**config.mk**
```make
export PLATFORM = sky130hd
export DESIGN_NAME = flash_bus_host
export DESIGN_NICKNAME = d
export VERILOG_FILES = /design/src/hw/flash_host_pkg.sv /design/src/hw/flash_bus_host.sv
export SDC_FILE = /design/constraint.sdc
export NUM_CORES = 1
export LEC_CHECK = 0
export ABC_CLOCK_PERIOD_IN_PS = 2500
export BUFFER_PORTS_ARGS = -buffer_cell sky130_fd_sc_hd__buf_2
export CAP_MARGIN = 40
export CORE_AREA = 2 2 104 106
export CTS_CLUSTER_DIAMETER = 60
export DETAILED_ROUTE_END_ITERATION = 7
export DIE_AREA = 0 0 106 108
export PLACE_DENSITY_LB_ADDON = 0.08
export SYNTH_ARGS = -nofsm -noshare
export SYNTH_HDL_FRONTEND = slang
export SYNTH_SLANG_ARGS = --single-unit
```
**constraint.sdc**
```tcl
create_clock -name mclk -period 2.5 [get_ports mclk]
set_clock_uncertainty 0.1 [all_clocks]
set_input_delay 0.125 -clock mclk [delete_from_list [all_inputs] [get_ports mclk]]
set_output_delay 0.125 -clock mclk [all_outputs]
set_load 0.1 [all_outputs]
```
**src/hw/flash_host_pkg.sv**
```systemverilog
// Package with the timing counts, pin layouts and command codes of the flash bus host.
package flash_host_pkg;

  // ----------------------------------------------------------------
  // Timing
  // ----------------------------------------------------------------
  localparam int CLK_PERIOD_NS   = 100;
  localparam int ACCESS_NS       = 120;
  localparam int ACCESS_CYC      = (ACCESS_NS + CLK_PERIOD_NS - 1) / CLK_PERIOD_NS;
  localparam int WRITE_PULSE_NS  = 50;
  localparam int WRITE_PULSE_CYC = (WRITE_PULSE_NS + CLK_PERIOD_NS - 1) / CLK_PERIOD_NS;
  localparam int RESET_PULSE_NS  = 500;
  localparam int RESET_PULSE_CYC = (RESET_PULSE_NS + CLK_PERIOD_NS - 1) / CLK_PERIOD_NS;
  localparam int RESET_HOLD_NS   = 50;
  localparam int RESET_HOLD_CYC  = (RESET_HOLD_NS + CLK_PERIOD_NS - 1) / CLK_PERIOD_NS;

  // ----------------------------------------------------------------
  // Pin layout
  // ----------------------------------------------------------------
  localparam int ADDR_W     = 20;
  localparam int DATA_W     = 16;
  localparam int PROT_A6    = 6;
  localparam int PROT_A1    = 1;
  localparam int PROT_A0    = 0;

  // ----------------------------------------------------------------
  // Operations requested by the user side
  // ----------------------------------------------------------------
  typedef enum logic [2:0] {
    OP_READ      = 3'h0,
    OP_WRITE     = 3'h1,
    OP_RESET     = 3'h2,
    OP_PROTECT   = 3'h3,
    OP_UNPROTECT = 3'h4
  } op_t;

  // Gray order along idle -> setup -> strobe -> hold
  typedef enum logic [2:0] {
    ST_IDLE   = 3'b000,
    ST_SETUP  = 3'b001,
    ST_STROBE = 3'b011,
    ST_HOLD   = 3'b010,
    ST_RSTLOW = 3'b110,
    ST_RSTREC = 3'b111
  } state_t;

endpackage : flash_host_pkg

```
**src/hw/flash_bus_host.sv**
```systemverilog
// Host controller that drives the parallel flash bus pins for single operations.
`timescale 1ns/10ps
`default_nettype none

// Overview of operation
// - Read: chip select and output enable low, write enable high; device drives data.
// - Write: chip select and write enable low, output enable high; device latches.
// - Each read, write or protect request makes one bus cycle; command sequences are left to the user.
// - After standby the host waits the chip-select access time before sampling.
// - Protect: reset at high voltage, select low, output enable high, write low, A6 low.
// - Unprotect uses the same levels with address bit 6 high.
module flash_bus_host #(
  parameter int ACCESS_CYCLES = flash_host_pkg::ACCESS_CYC,
  parameter int WRITE_CYCLES  = flash_host_pkg::WRITE_PULSE_CYC,
  parameter int RESET_CYCLES  = flash_host_pkg::RESET_PULSE_CYC,
  parameter int RECOVER_CYCLES = flash_host_pkg::RESET_HOLD_CYC
) (
  input  wire logic                              mclk,
  input  wire logic                              rst_b,
  input  wire logic                              req_valid,
  output logic                                   req_ready,
  input  wire flash_host_pkg::op_t               req_op,
  input  wire logic [flash_host_pkg::ADDR_W-1:0] req_addr,
  input  wire logic                              req_byte_lo,
  input  wire logic [flash_host_pkg::DATA_W-1:0] req_wdata,
  input  wire logic                              byte_mode,
  output logic                                   rsp_valid,
  output logic [flash_host_pkg::DATA_W-1:0]      rsp_rdata,
  output logic [flash_host_pkg::ADDR_W-1:0]      addr_out,
  output logic                                   chip_sel_b,
  output logic                                   out_en_b,
  output logic                                   wr_en_b,
  output logic                                   reset_b,
  output logic                                   high_voltage_level,
  output logic                                   width_word,
  input  wire logic [14:0]                       data_in,
  output logic [14:0]                            data_out,
  output logic                                   data_oe_b,
  input  wire logic                              top_data_or_byte_addr_in,
  output logic                                   top_data_or_byte_addr_out,
  output logic                                   top_data_or_byte_addr_oe_b,
  input  wire logic                              ready_busy_out
);

  localparam int CNT_W = 16;

  // Every count must fit the down-counter and be at least one cycle long
  if (ACCESS_CYCLES < 1 || WRITE_CYCLES < 1 || RESET_CYCLES < 1 || RECOVER_CYCLES < 1
      || ACCESS_CYCLES >= (1 << CNT_W) || WRITE_CYCLES >= (1 << CNT_W)
      || RESET_CYCLES >= (1 << CNT_W) || RECOVER_CYCLES >= (1 << CNT_W))
  begin : g_bad_counts
    $error("flash_bus_host: cycle counts out of range");
  end

  // ----------------------------------------------------------------
  // State
  // ----------------------------------------------------------------
  typedef struct packed {
    flash_host_pkg::state_t             st;
    flash_host_pkg::op_t                op;
    logic [CNT_W-1:0]                   cnt;
    logic [flash_host_pkg::ADDR_W-1:0]  addr;
    logic                               lo;
    logic                               bmode;
    logic [flash_host_pkg::DATA_W-1:0]  wdata;
    logic [flash_host_pkg::DATA_W-1:0]  rdata;
    logic                               rsp;
    logic                               cs_b;
    logic                               oe_b;
    logic                               we_b;
    logic                               rst_pin_b;
    logic                               hv;
    logic                               drive;
  } host_t;

  host_t s_reg;
  host_t s_next;

  function automatic logic is_write_like(input flash_host_pkg::op_t op);
    is_write_like = (op == flash_host_pkg::OP_WRITE) || (op == flash_host_pkg::OP_PROTECT)
                 || (op == flash_host_pkg::OP_UNPROTECT);
  endfunction : is_write_like

  function automatic logic [CNT_W-1:0] cyc(input int n);
    cyc = CNT_W'(n - 1);
  endfunction : cyc

  always_comb
  begin
    s_next     = s_reg;
    s_next.rsp = 1'b0;
    unique case (s_reg.st)
      flash_host_pkg::ST_IDLE:
      begin
        // Chip deselected and reset high between cycles puts the device in standby
        s_next.cs_b  = 1'b1;
        s_next.oe_b  = 1'b1;
        s_next.we_b  = 1'b1;
        s_next.drive = 1'b0;
        s_next.hv    = 1'b0;
        if (req_valid)
        begin
          s_next.op    = req_op;
          s_next.addr  = req_addr;
          s_next.lo    = req_byte_lo;
          s_next.bmode = byte_mode;
          s_next.wdata = req_wdata;
          s_next.cnt   = '0;
          if (req_op == flash_host_pkg::OP_RESET)
          begin
            s_next.rst_pin_b = 1'b0;
            s_next.cnt       = cyc(RESET_CYCLES);
            s_next.st        = flash_host_pkg::ST_RSTLOW;
          end
          else
          begin
            if (req_op == flash_host_pkg::OP_PROTECT || req_op == flash_host_pkg::OP_UNPROTECT)
            begin
              // Sector address with fixed low bits; bit 6 picks protect or unprotect
              s_next.addr[flash_host_pkg::PROT_A6] =
                (req_op == flash_host_pkg::OP_UNPROTECT);
              s_next.addr[flash_host_pkg::PROT_A1] = 1'b1;
              s_next.addr[flash_host_pkg::PROT_A0] = 1'b0;
              s_next.hv = 1'b1;
            end
            s_next.st = flash_host_pkg::ST_SETUP;
          end
        end
      end
      flash_host_pkg::ST_SETUP:
      begin
        // Address settles one cycle before the strobe
        s_next.cs_b = 1'b0;
        if (is_write_like(s_reg.op))
        begin
          s_next.oe_b  = 1'b1;
          s_next.we_b  = 1'b0;
          s_next.drive = 1'b1;
          s_next.cnt   = cyc(WRITE_CYCLES);
        end
        else
        begin
          s_next.we_b = 1'b1;
          s_next.oe_b = 1'b0;
          // Full chip-select access time, since every read leaves standby
          s_next.cnt  = cyc(ACCESS_CYCLES);
        end
        s_next.st = flash_host_pkg::ST_STROBE;
      end
      flash_host_pkg::ST_STROBE:
      begin
        if (s_reg.cnt != '0)
          s_next.cnt = s_reg.cnt - 1'b1;
        else
        begin
          if (!is_write_like(s_reg.op))
          begin
            // Byte-mode reads are byte wide in the low lane; word reads take all 16 pins
            s_next.rdata = s_reg.bmode ? {8'h00, data_in[7:0]}
                         : {top_data_or_byte_addr_in, data_in};
            s_next.rsp   = 1'b1;
          end
          else
            s_next.rsp = 1'b1;
          s_next.we_b = 1'b1;
          s_next.oe_b = 1'b1;
          s_next.st   = flash_host_pkg::ST_HOLD;
        end
      end
      flash_host_pkg::ST_HOLD:
      begin
        // Data and address held one cycle past the rising strobe; device may keep
        // running a program or erase after deselect, so busy is left to the user
        s_next.cs_b  = 1'b1;
        s_next.drive = 1'b0;
        s_next.hv    = 1'b0;
        s_next.st    = flash_host_pkg::ST_IDLE;
      end
      flash_host_pkg::ST_RSTLOW:
      begin
        if (s_reg.cnt != '0)
          s_next.cnt = s_reg.cnt - 1'b1;
        else
        begin
          s_next.rst_pin_b = 1'b1;
          s_next.cnt       = cyc(RECOVER_CYCLES);
          s_next.st        = flash_host_pkg::ST_RSTREC;
        end
      end
      flash_host_pkg::ST_RSTREC:
      begin
        // Device is back in read-array state after this wait
        if (s_reg.cnt != '0)
          s_next.cnt = s_reg.cnt - 1'b1;
        else
        begin
          s_next.rsp = 1'b1;
          s_next.st  = flash_host_pkg::ST_IDLE;
        end
      end
      default:
        s_next.st = flash_host_pkg::ST_IDLE;
    endcase
  end

  always_ff @(posedge mclk)
  begin
    if (!rst_b)
    begin
      s_reg           <= '0;
      s_reg.st        <= flash_host_pkg::ST_IDLE;
      s_reg.op        <= flash_host_pkg::OP_READ;
      s_reg.cs_b      <= 1'b1;
      s_reg.oe_b      <= 1'b1;
      s_reg.we_b      <= 1'b1;
      s_reg.rst_pin_b <= 1'b1;
    end
    else
      s_reg <= s_next;
  end

  // ----------------------------------------------------------------
  // Pins
  // ----------------------------------------------------------------
  assign req_ready          = (s_reg.st == flash_host_pkg::ST_IDLE);
  assign rsp_valid          = s_reg.rsp;
  assign rsp_rdata          = s_reg.rdata;
  assign addr_out           = s_reg.addr;
  assign chip_sel_b         = s_reg.cs_b;
  assign out_en_b           = s_reg.oe_b;
  assign wr_en_b            = s_reg.we_b;
  assign reset_b            = s_reg.rst_pin_b;
  assign high_voltage_level = s_reg.hv;
  assign width_word         = ~s_reg.bmode;
  assign data_out           = s_reg.bmode ? {7'h00, s_reg.wdata[7:0]} : s_reg.wdata[14:0];
  // Byte-mode writes drive pins 8 to 14 low; the device floats those pins then
  assign data_oe_b          = ~s_reg.drive;
  // In byte mode pin 15 is always an address input of the device
  assign top_data_or_byte_addr_out  = s_reg.bmode ? s_reg.lo : s_reg.wdata[15];
  assign top_data_or_byte_addr_oe_b = ~(s_reg.drive | s_reg.bmode);

endmodule : flash_bus_host

`default_nettype wire

```
# Word-level counts from Yosys, hierarchy flattened

Index checks and enable logic that the tools add are counted.

Word-level logic and storage cells: 93
Register bits: 83
Output and inout port bits: 62

Eq/ne operators: 18
Bitwise logic cells: 6
Add/subtract/negate cells: 1
Reductions and logical operators: 19
Muxes and demuxes: 34

Operators with widths:

| kind                  | number |
|---|---|
| $pmux 16 s4           | 1 |
| $mux 60               | 1 |
| $mux 16               | 3 |
| $reduce_bool 16->1    | 1 |
| $sub 16x1->16 const B | 1 |
| $eq 3x2->1 const B    | 5 |
| $mux 15               | 1 |
| $mux 3                | 5 |
| $pmux 3 s5            | 1 |
| $eq 3x3->1 const B    | 4 |
| $mux 1                | 11 |
| $mux 2                | 5 |
| $ne 2x2->1 const B    | 5 |
| $pmux 1 s2            | 5 |
| $reduce_and 4->1      | 2 |
| $eq 3x1->1 const B    | 2 |
| $pmux 2 s3            | 1 |
| $reduce_and 2->1      | 3 |
| $reduce_and 3->1      | 2 |
| $reduce_bool 2->1     | 3 |
| $not 1->1             | 5 |
| $ne 2x1->1 const B    | 2 |
| $reduce_bool 4->1     | 1 |
| $reduce_or 2->1       | 2 |
| other kinds (4)       | 6 |

# Logic depth before layout (Yosys ltp)

Gate-level depths: netlist (run 1).

Depth after elaboration: 6
Depth in mapped cells: 9
Mapped depth without buffers: 7

# Least setup slack after synthesis (run 1)

No wires, ideal clock.

Path type: reg-to-reg
Start: register s_reg[81] in the netlist's numbering
End: register s_reg[39] in the netlist's numbering
Arrival time: 3.493 ns
Cell stages (with the launch flop): 7
Required time: 2.324 ns
Path buffers: 2
Slack: -1.169 ns
Setup time: 0.076 ns
Period minus slack after synthesis: 3.669 ns
Cells stage by stage: dfxtp_1 nor3_1 and2_1 clkbuf_1 clkbuf_1 nand2_1 a21boi_0

Word-level cells in the longest chain between the ends: 2

RTL lines:

| element                    | RTL line              | RTL |
|---|---|---|
| start, declared            | flash_bus_host.sv:76  | `host_t s_reg;` |
| start signal, assigned     | flash_bus_host.sv:219 | `s_reg <= s_next;` |
| $logic_not 3->1            | -                     |  |
| net req_ready              | flash_bus_host.sv:21  | `output logic req_ready,` |
| $reduce_and 2->1 (no line) | -                     |  |

The timed path passes the listed nets, and every way through them passes these cells.
A chain may end at the register's enable or synchronous reset.

# Worst setup path in the final report (run 1)

Start: register s_reg[61] in the netlist's numbering
End: register s_reg, in the netlist rsp_rdata[1]

Word-level cells in the longest chain between the ends: 3

RTL lines:

| element                    | RTL line              | RTL |
|---|---|---|
| $reduce_bool 16->1         | flash_bus_host.sv:152 | `if (s_reg.cnt != '0)` |
| $not 1->1 (no line)        | -                     |  |
| $reduce_and 3->1 (no line) | -                     |  |

Every way passes these cells.

==> results of run 1 <==
==> synthesized netlist by cell type (2+ instances only) <==
cell / n
a211oi_1: 2
a21boi_0: 46
a21boi_1: 8
a21boi_2: 2
a21o_1: 2
a21oi_1: 12
and2_1: 2
and3_1: 3
buf_4: 45
buf_6: 3
clkbuf_1: 22
dfxtp_1: 83
inv_1: 5
mux2_2: 3
nand2_1: 116
nand2_2: 4
nand3_1: 18
nand4_1: 2
nor2_1: 25
nor2b_1: 9
nor3_1: 9
nor4_4: 4
o2111ai_1: 3
o211ai_1: 8
o21ai_0: 15
or2_2: 2
or3_1: 3
or4_1: 2
xnor2_1: 8
==> through the flow <==
| stage | util, % | worst slack (ps) | power [mW] | hold WS (ps) | instance area, µm² |
|---|---|---|---|---|---|
| after global routing | 51.2 | 28.1 | 3.84 | 22.9 | 5240 |
| after global placement | 43.9 | 225 | 2.73 | 263 | 4500 |
| final | 51.2 | 174 | 3.62 | 10.9 | 5240 |
| after detailed placement | 43.9 | 189 | 2.74 | 263 | 4500 |
| after CTS | 51.2 | 173 | 3.67 | 6.09 | 5240 |
| after floorplan | - | 222 | 2.55 | 167 | 4080 |
==> power by group <==
part | internal (mW) | total (mW) | switching (mW) | leakage, nW
logic | 0.418 | 1.28 | 0.866 | 1.44
registers | 1.41 | 1.50 | 0.0841 | 0.677
clock network | 0.383 | 0.842 | 0.459 | 0.0795
total | 2.21 | 3.62 | 1.41 | 2.19
==> layer usage <==
metal	share of wire (%)	up-vias
met5	0	-
met2	46	87
li1	-	1873
met1	48	1654
met4	1.3	0
met3	4.9	10
==> layout make-up <==
type                            count  area, µm²  area share [%]
Clock buffer                       13        149            2.84
Multi-Input combinational cell    329       1930            36.8
Clock inverter                      2       12.5           0.239
Sequential cell                    83       1660            31.7
Timing Repair Buffer              192       1300            24.7
Tap cell                          136        170            3.25
Inverter                            6       22.5           0.430
==> worst max-delay path, stage by stage (launching register included) <==
cell	delay [ps]
dfxtp_1	370
inv_1	80
ha_1	180
nor3b_4	370
nand4_4	210
or4_1	540
buf_4	220
nand2_1	80
a21boi_0	80
==> final timing paths <==
check                            startpoint                        end  cells past startpoint
setup / recovery     s_reg[61]$_SDFFE_PN0P_  rsp_rdata[1]$_SDFFE_PN0P_                      8
hold / removal                        rst_b       rsp_valid$_SDFF_PN0_                      3
setup reg to reg     s_reg[61]$_SDFFE_PN0P_  rsp_rdata[1]$_SDFFE_PN0P_                      8
hold reg to reg   rsp_rdata[6]$_SDFFE_PN0P_  rsp_rdata[6]$_SDFFE_PN0P_                      2
==> logic make-up (layout without fill, tap and decap cells) <==
kind of cell,after synthesis,count (layout),synth area share (%)
fa+ha+maj,1,1,0.307
mux,4,4,1.08
flops,83,83,40.8
buf+inv,78,213,12.2
xor+xnor,9,9,1.94
compound gates,107,107,18.5
simple gates,208,208,25.2
==> results by group, run 1 <==
Logic synthesis
  • Post-synthesis cell area: 4070 µm²
  • Area leader, netlist: dfxtp_1
  • Synthesized Nets: 552
  • Post-synth EDFFs: 0
  • Number of library cell types mapped by synthesis: 53
  • Synth Flop Type: dfxtp_1
  • Synth warn: 0
  • Post-synthesis async set-or-reset flop share: 0%
  • Avg Inst Size Synth: 8.31 µm²
  • Synth area leaders: dfxtp_1 (41%), nand2_1 (11%), a21boi_0 (8.5%)
  • Area share of the largest cell type after synthesis: 40.8%
  • Synth Instances: 490
  • Sequential cell area fraction in the yosys report: 40.8%
  • Synthesis-stage register bit count: 83

GRT
  • Overall global routing resource usage: 17.8%
  • GRT overflow: 0
  • Pin count of the biggest net entering global routing: 66
  • Busiest grt layer: met2
  • Met2 Usage GRT: 29.2%
  • Vias in the first global route: 3,458
  • Met1 GRT Util: 22.9%
  • M3 GR Usage: 5.12%
  • Initial antenna violation count: 0
  • First-pass GRT wire length: 16.4 mm

Clock network
  • Inserted Clock Buffers: 9
  • CTS Root Cell: clkbuf_8
  • Sink Count: 83
  • Hold_buf cts: 58
  • H-tree depth: 3
  • Cts repair resizes: 0
  • # Post-CTS Setup Buffers: 0
  • Bufs on Longest Clock Path: 2
  • Clock network latency to the later pin of the worst-skew pair: 350 ps
  • Reg clk slew, reported paths: 80 ps
  • TritonCTS clock tree: done

Place
  • Placed insts: 688
  • IO buf count: 121
  • Detail Placement HPWL: 6.48 mm
  • Final Wtd Congestion: 0.781

Cells and area
  • Commonest non-fill, non-tap cell in the layout: buf_2
  • Nets: 683
  • Area grow syn2layout: 28.6%
  • Share of cells above drive strength 1: 27.0%
  • Finished Layout Cells: 761
  • Most frequent cells in the layout: buf_2 (121), nand2_1 (116), dfxtp_1 (83)
  • Max FFs per register: 41
  • Antenna fix cells: 0
  • Fillers: 982

Critical path
  • R2R Setup Slk: 170 ps
  • Crit-path max FO: 16
  • Startpoint Class: flop
  • Crit path required time: 2640 ps
  • CP Class: flop to flop
  • Element type at the critical path end: flop
  • Crit path arrival time: 2460 ps

Status
  • Status: completed

Timing
  • Post-layout min period: 2330 ps
  • Worst slew pin tran: 566 ps
  • Fin crit share: 93.0%
  • Slew HR: 62.3%
  • Pins over their slew limit: 0
  • F_max: 0.430 GHz
  • Setup TNS: 0 ps
  • Setup violators final: 0
  • Final Hold Fails: 0
  • Unrepaired setup endpoints after global routing: no

Drt
  • Avg Vias per Cell: 4.76
  • DR WL/cell: 13.1 µm
  • Routed via count: 3,624
  • Total Routed Length: 9.94 mm
  • Final ANT Viol Nets: 0
  • 1st-iter DRT viols: 185
  • First-pass DRT Iterations: 4
  • Remaining DRCs: 0

Floorplan
  • Die area: 11,400 µm²
  • Die width: 106 µm
  • Initial core utilization: 39.8%
  • Core Footprint: 10,200 µm²
  • Row count: 37
  • Die Ht: 108 µm
  • # IOs: 123

Power and ir drop
  • Pwr dens: 692 nW/µm²
  • Max VDD drop: 250 µV
  • Pleak: 2.19 nW

Flow run
  • Total of max-cap violations: 0

Worst hold path
  • Hold WC Path Type: input port to flop
No activity file was read; power rests on OpenSTA's default activity.
==> run 2, diff against run 1 <==
--- a/config.mk
+++ b/config.mk
@@ -5,13 +5,14 @@
 export SDC_FILE = /design/constraint.sdc
 export NUM_CORES = 1
 export LEC_CHECK = 0
-export ABC_CLOCK_PERIOD_IN_PS = 2500
+export ABC_CLOCK_PERIOD_IN_PS = 2400
 export BUFFER_PORTS_ARGS = -buffer_cell sky130_fd_sc_hd__buf_2
 export CAP_MARGIN = 40
-export CORE_AREA = 2 2 104 106
+export CORE_AREA = 2 2 92 94
 export CTS_CLUSTER_DIAMETER = 60
+export CTS_CLUSTER_SIZE = 14
 export DETAILED_ROUTE_END_ITERATION = 7
-export DIE_AREA = 0 0 106 108
+export DIE_AREA = 0 0 94 96
 export PLACE_DENSITY_LB_ADDON = 0.08
 export SYNTH_ARGS = -nofsm -noshare
 export SYNTH_HDL_FRONTEND = slang
==> constraint.sdc (replaced) <==
create_clock -name mclk -period 2.4 [get_ports mclk]
set_clock_uncertainty 0.1 [all_clocks]
set_input_delay 0.12 -clock mclk [delete_from_list [all_inputs] [get_ports mclk]]
set_output_delay 0.12 -clock mclk [all_outputs]
set_load 0.1 [all_outputs]
==> run 2 against run 1 <==
  * Final cell count shrank 3.5%
  * Sequential power is 4% higher
  * Clock power increased by 29%
  * Register-to-register slack barely moved
  * First-iteration DRC count shrank 34%
  * Combinational power grew 8%
  * Via count grew 1.6%
  * Design area increased by 1.2%
  * Routed wire length is 3.5% lower
  * Utilization grew 15 points
  * Largest power group unchanged
==> results by group, run 2 (same netlist as run 1, synthesis figures left out) <==
Status
  • Status: completed

Critical path
  • Crit path required time: 2520 ps
  • Crit path arrival time: 2350 ps
  • Startpoint Class: flop
  • Crit-path max FO: 16
  • Element type at the critical path end: flop
  • CP Class: flop to flop

Timing
  • Setup violators final: 0
  • Fin crit share: 92.9%
  • Unrepaired setup endpoints after global routing: no
  • Final Hold Fails: 0
  • Setup TNS: 0 ps
  • F_max: 0.448 GHz
  • Post-layout min period: 2230 ps
  • Slew HR: 64.8%
  • Worst slew pin tran: 527 ps
  • Pins over their slew limit: 0

Clock network
  • H-tree depth: 3
  • TritonCTS clock tree: done
  • Sink Count: 83
  • Reg clk slew, reported paths: 80 ps
  • Inserted Clock Buffers: 9
  • CTS Root Cell: clkbuf_8
  • Bufs on Longest Clock Path: 2
  • Cts repair resizes: 0
  • Clock network latency to the later pin of the worst-skew pair: 350 ps

Cells and area
  • Fin util: 65.8%
  • Nets: 688
  • Area grow syn2layout: 30.2%
  • Share of cells above drive strength 1: 28.0%
  • Commonest non-fill, non-tap cell in the layout: buf_2
  • Fillers: 676
  • Max FFs per register: 41
  • Most frequent cells in the layout: buf_2 (121), nand2_1 (116), dfxtp_1 (83)
  • Antenna fix cells: 0
  • Post-route design area: 5300 µm²

Drt
  • Final ANT Viol Nets: 0
  • DR WL/cell: 13.1 µm
  • First-pass DRT Iterations: 4
  • Remaining DRCs: 0
  • Routed via count: 3,683
  • 1st-iter DRT viols: 122
  • Avg Vias per Cell: 5.02
  • Total Routed Length: 9.59 mm

Floorplan
  • Die width: 94 µm
  • Core Footprint: 8050 µm²
  • Row count: 33
  • Initial core utilization: 50.6%
  • Die area: 9020 µm²
  • Die Ht: 96 µm
  • # IOs: 123

Worst hold path
  • Hold WC Path Type: input port to flop

Power and ir drop
  • Pleak: 2.24 nW
  • Pwr dens: 759 nW/µm²
  • Max VDD drop: 345 µV
  • Total Power: 4.02 mW

GRT
  • Initial antenna violation count: 0
  • Pin count of the biggest net entering global routing: 66
  • GRT overflow: 0
  • Overall global routing resource usage: 21.2%
  • First-pass GRT wire length: 15.2 mm
  • Vias in the first global route: 3,331

Place
  • Area post-placement: 4500 µm²
  • Final Wtd Congestion: 0.825
  • Detail Placement HPWL: 6.32 mm
  • IO buf count: 121

Flow run
  • Total of max-cap violations: 0
run 2: critical path, cell delays in order, from the launching register on:
cell	delay, ps
dfxtp_1	350
inv_1	60
ha_1	170
nor3b_4	310
nand4_4	190
or4_1	530
buf_4	210
nand2_1	70
a21boi_0	90
run 2: area by class of cell:
type                            count  area (µm²)  share of cell area [%]
Tap cell                          105         131                    2.48
Sequential cell                    83        1660                    31.3
Clock inverter                      4        76.3                    1.44
Multi-Input combinational cell    329        1930                    36.3
Clock buffer                       10         138                    2.60
Timing Repair Buffer              197        1350                    25.4
Inverter                            6        22.5                   0.425
run 2: final timing paths:
path	cells past startpoint	slack (ps)	startpoint	end
max	8	170	s_reg[62]$_SDFFE_PN0P_	rsp_rdata[0]$_SDFFE_PN0P_
min	4	160	req_valid	s_reg[63]$_SDFFE_PN0P_
max reg2reg	8	170	s_reg[62]$_SDFFE_PN0P_	rsp_rdata[0]$_SDFFE_PN0P_
min reg2reg	2	350	rsp_rdata[13]$_SDFFE_PN0P_	rsp_rdata[13]$_SDFFE_PN0P_
run 2: metal layers:
metal  vias up  track usage, %  share of wire (%)  wire length, µm
met1      1685            26.8                 47             4470
met4         0            8.70                1.7              162
met5         -               0                  0                0
met2       107            35.8                 47             4480
met3        11            3.76                5.1              485
li1       1880               -                  -                -
run 2: per-stage QoR:
stage                     setup WS (ps)  std cells  hold WS (ps)
final                               169        734           155
after global routing               30.1        734           170
after CTS                           107        733           147
after detailed placement            137        661           265
after global placement              187        661           257
after floorplan                     122        490           162
run 2: power by group:
part / leakage [nW] / internal (mW) / switching (mW)
Sequential: 0.677 / 1.47 / 0.0846
Clock: 0.104 / 0.605 / 0.485
Combinational: 1.46 / 0.459 / 0.919
run 2: what timing repair did:
action | CTS | global route
hold buffers | 58 | 0
setup buffers | 0 | 1
endpoints found under the hold margin | 59 | 0
setup endpoints to repair | 0 | 13
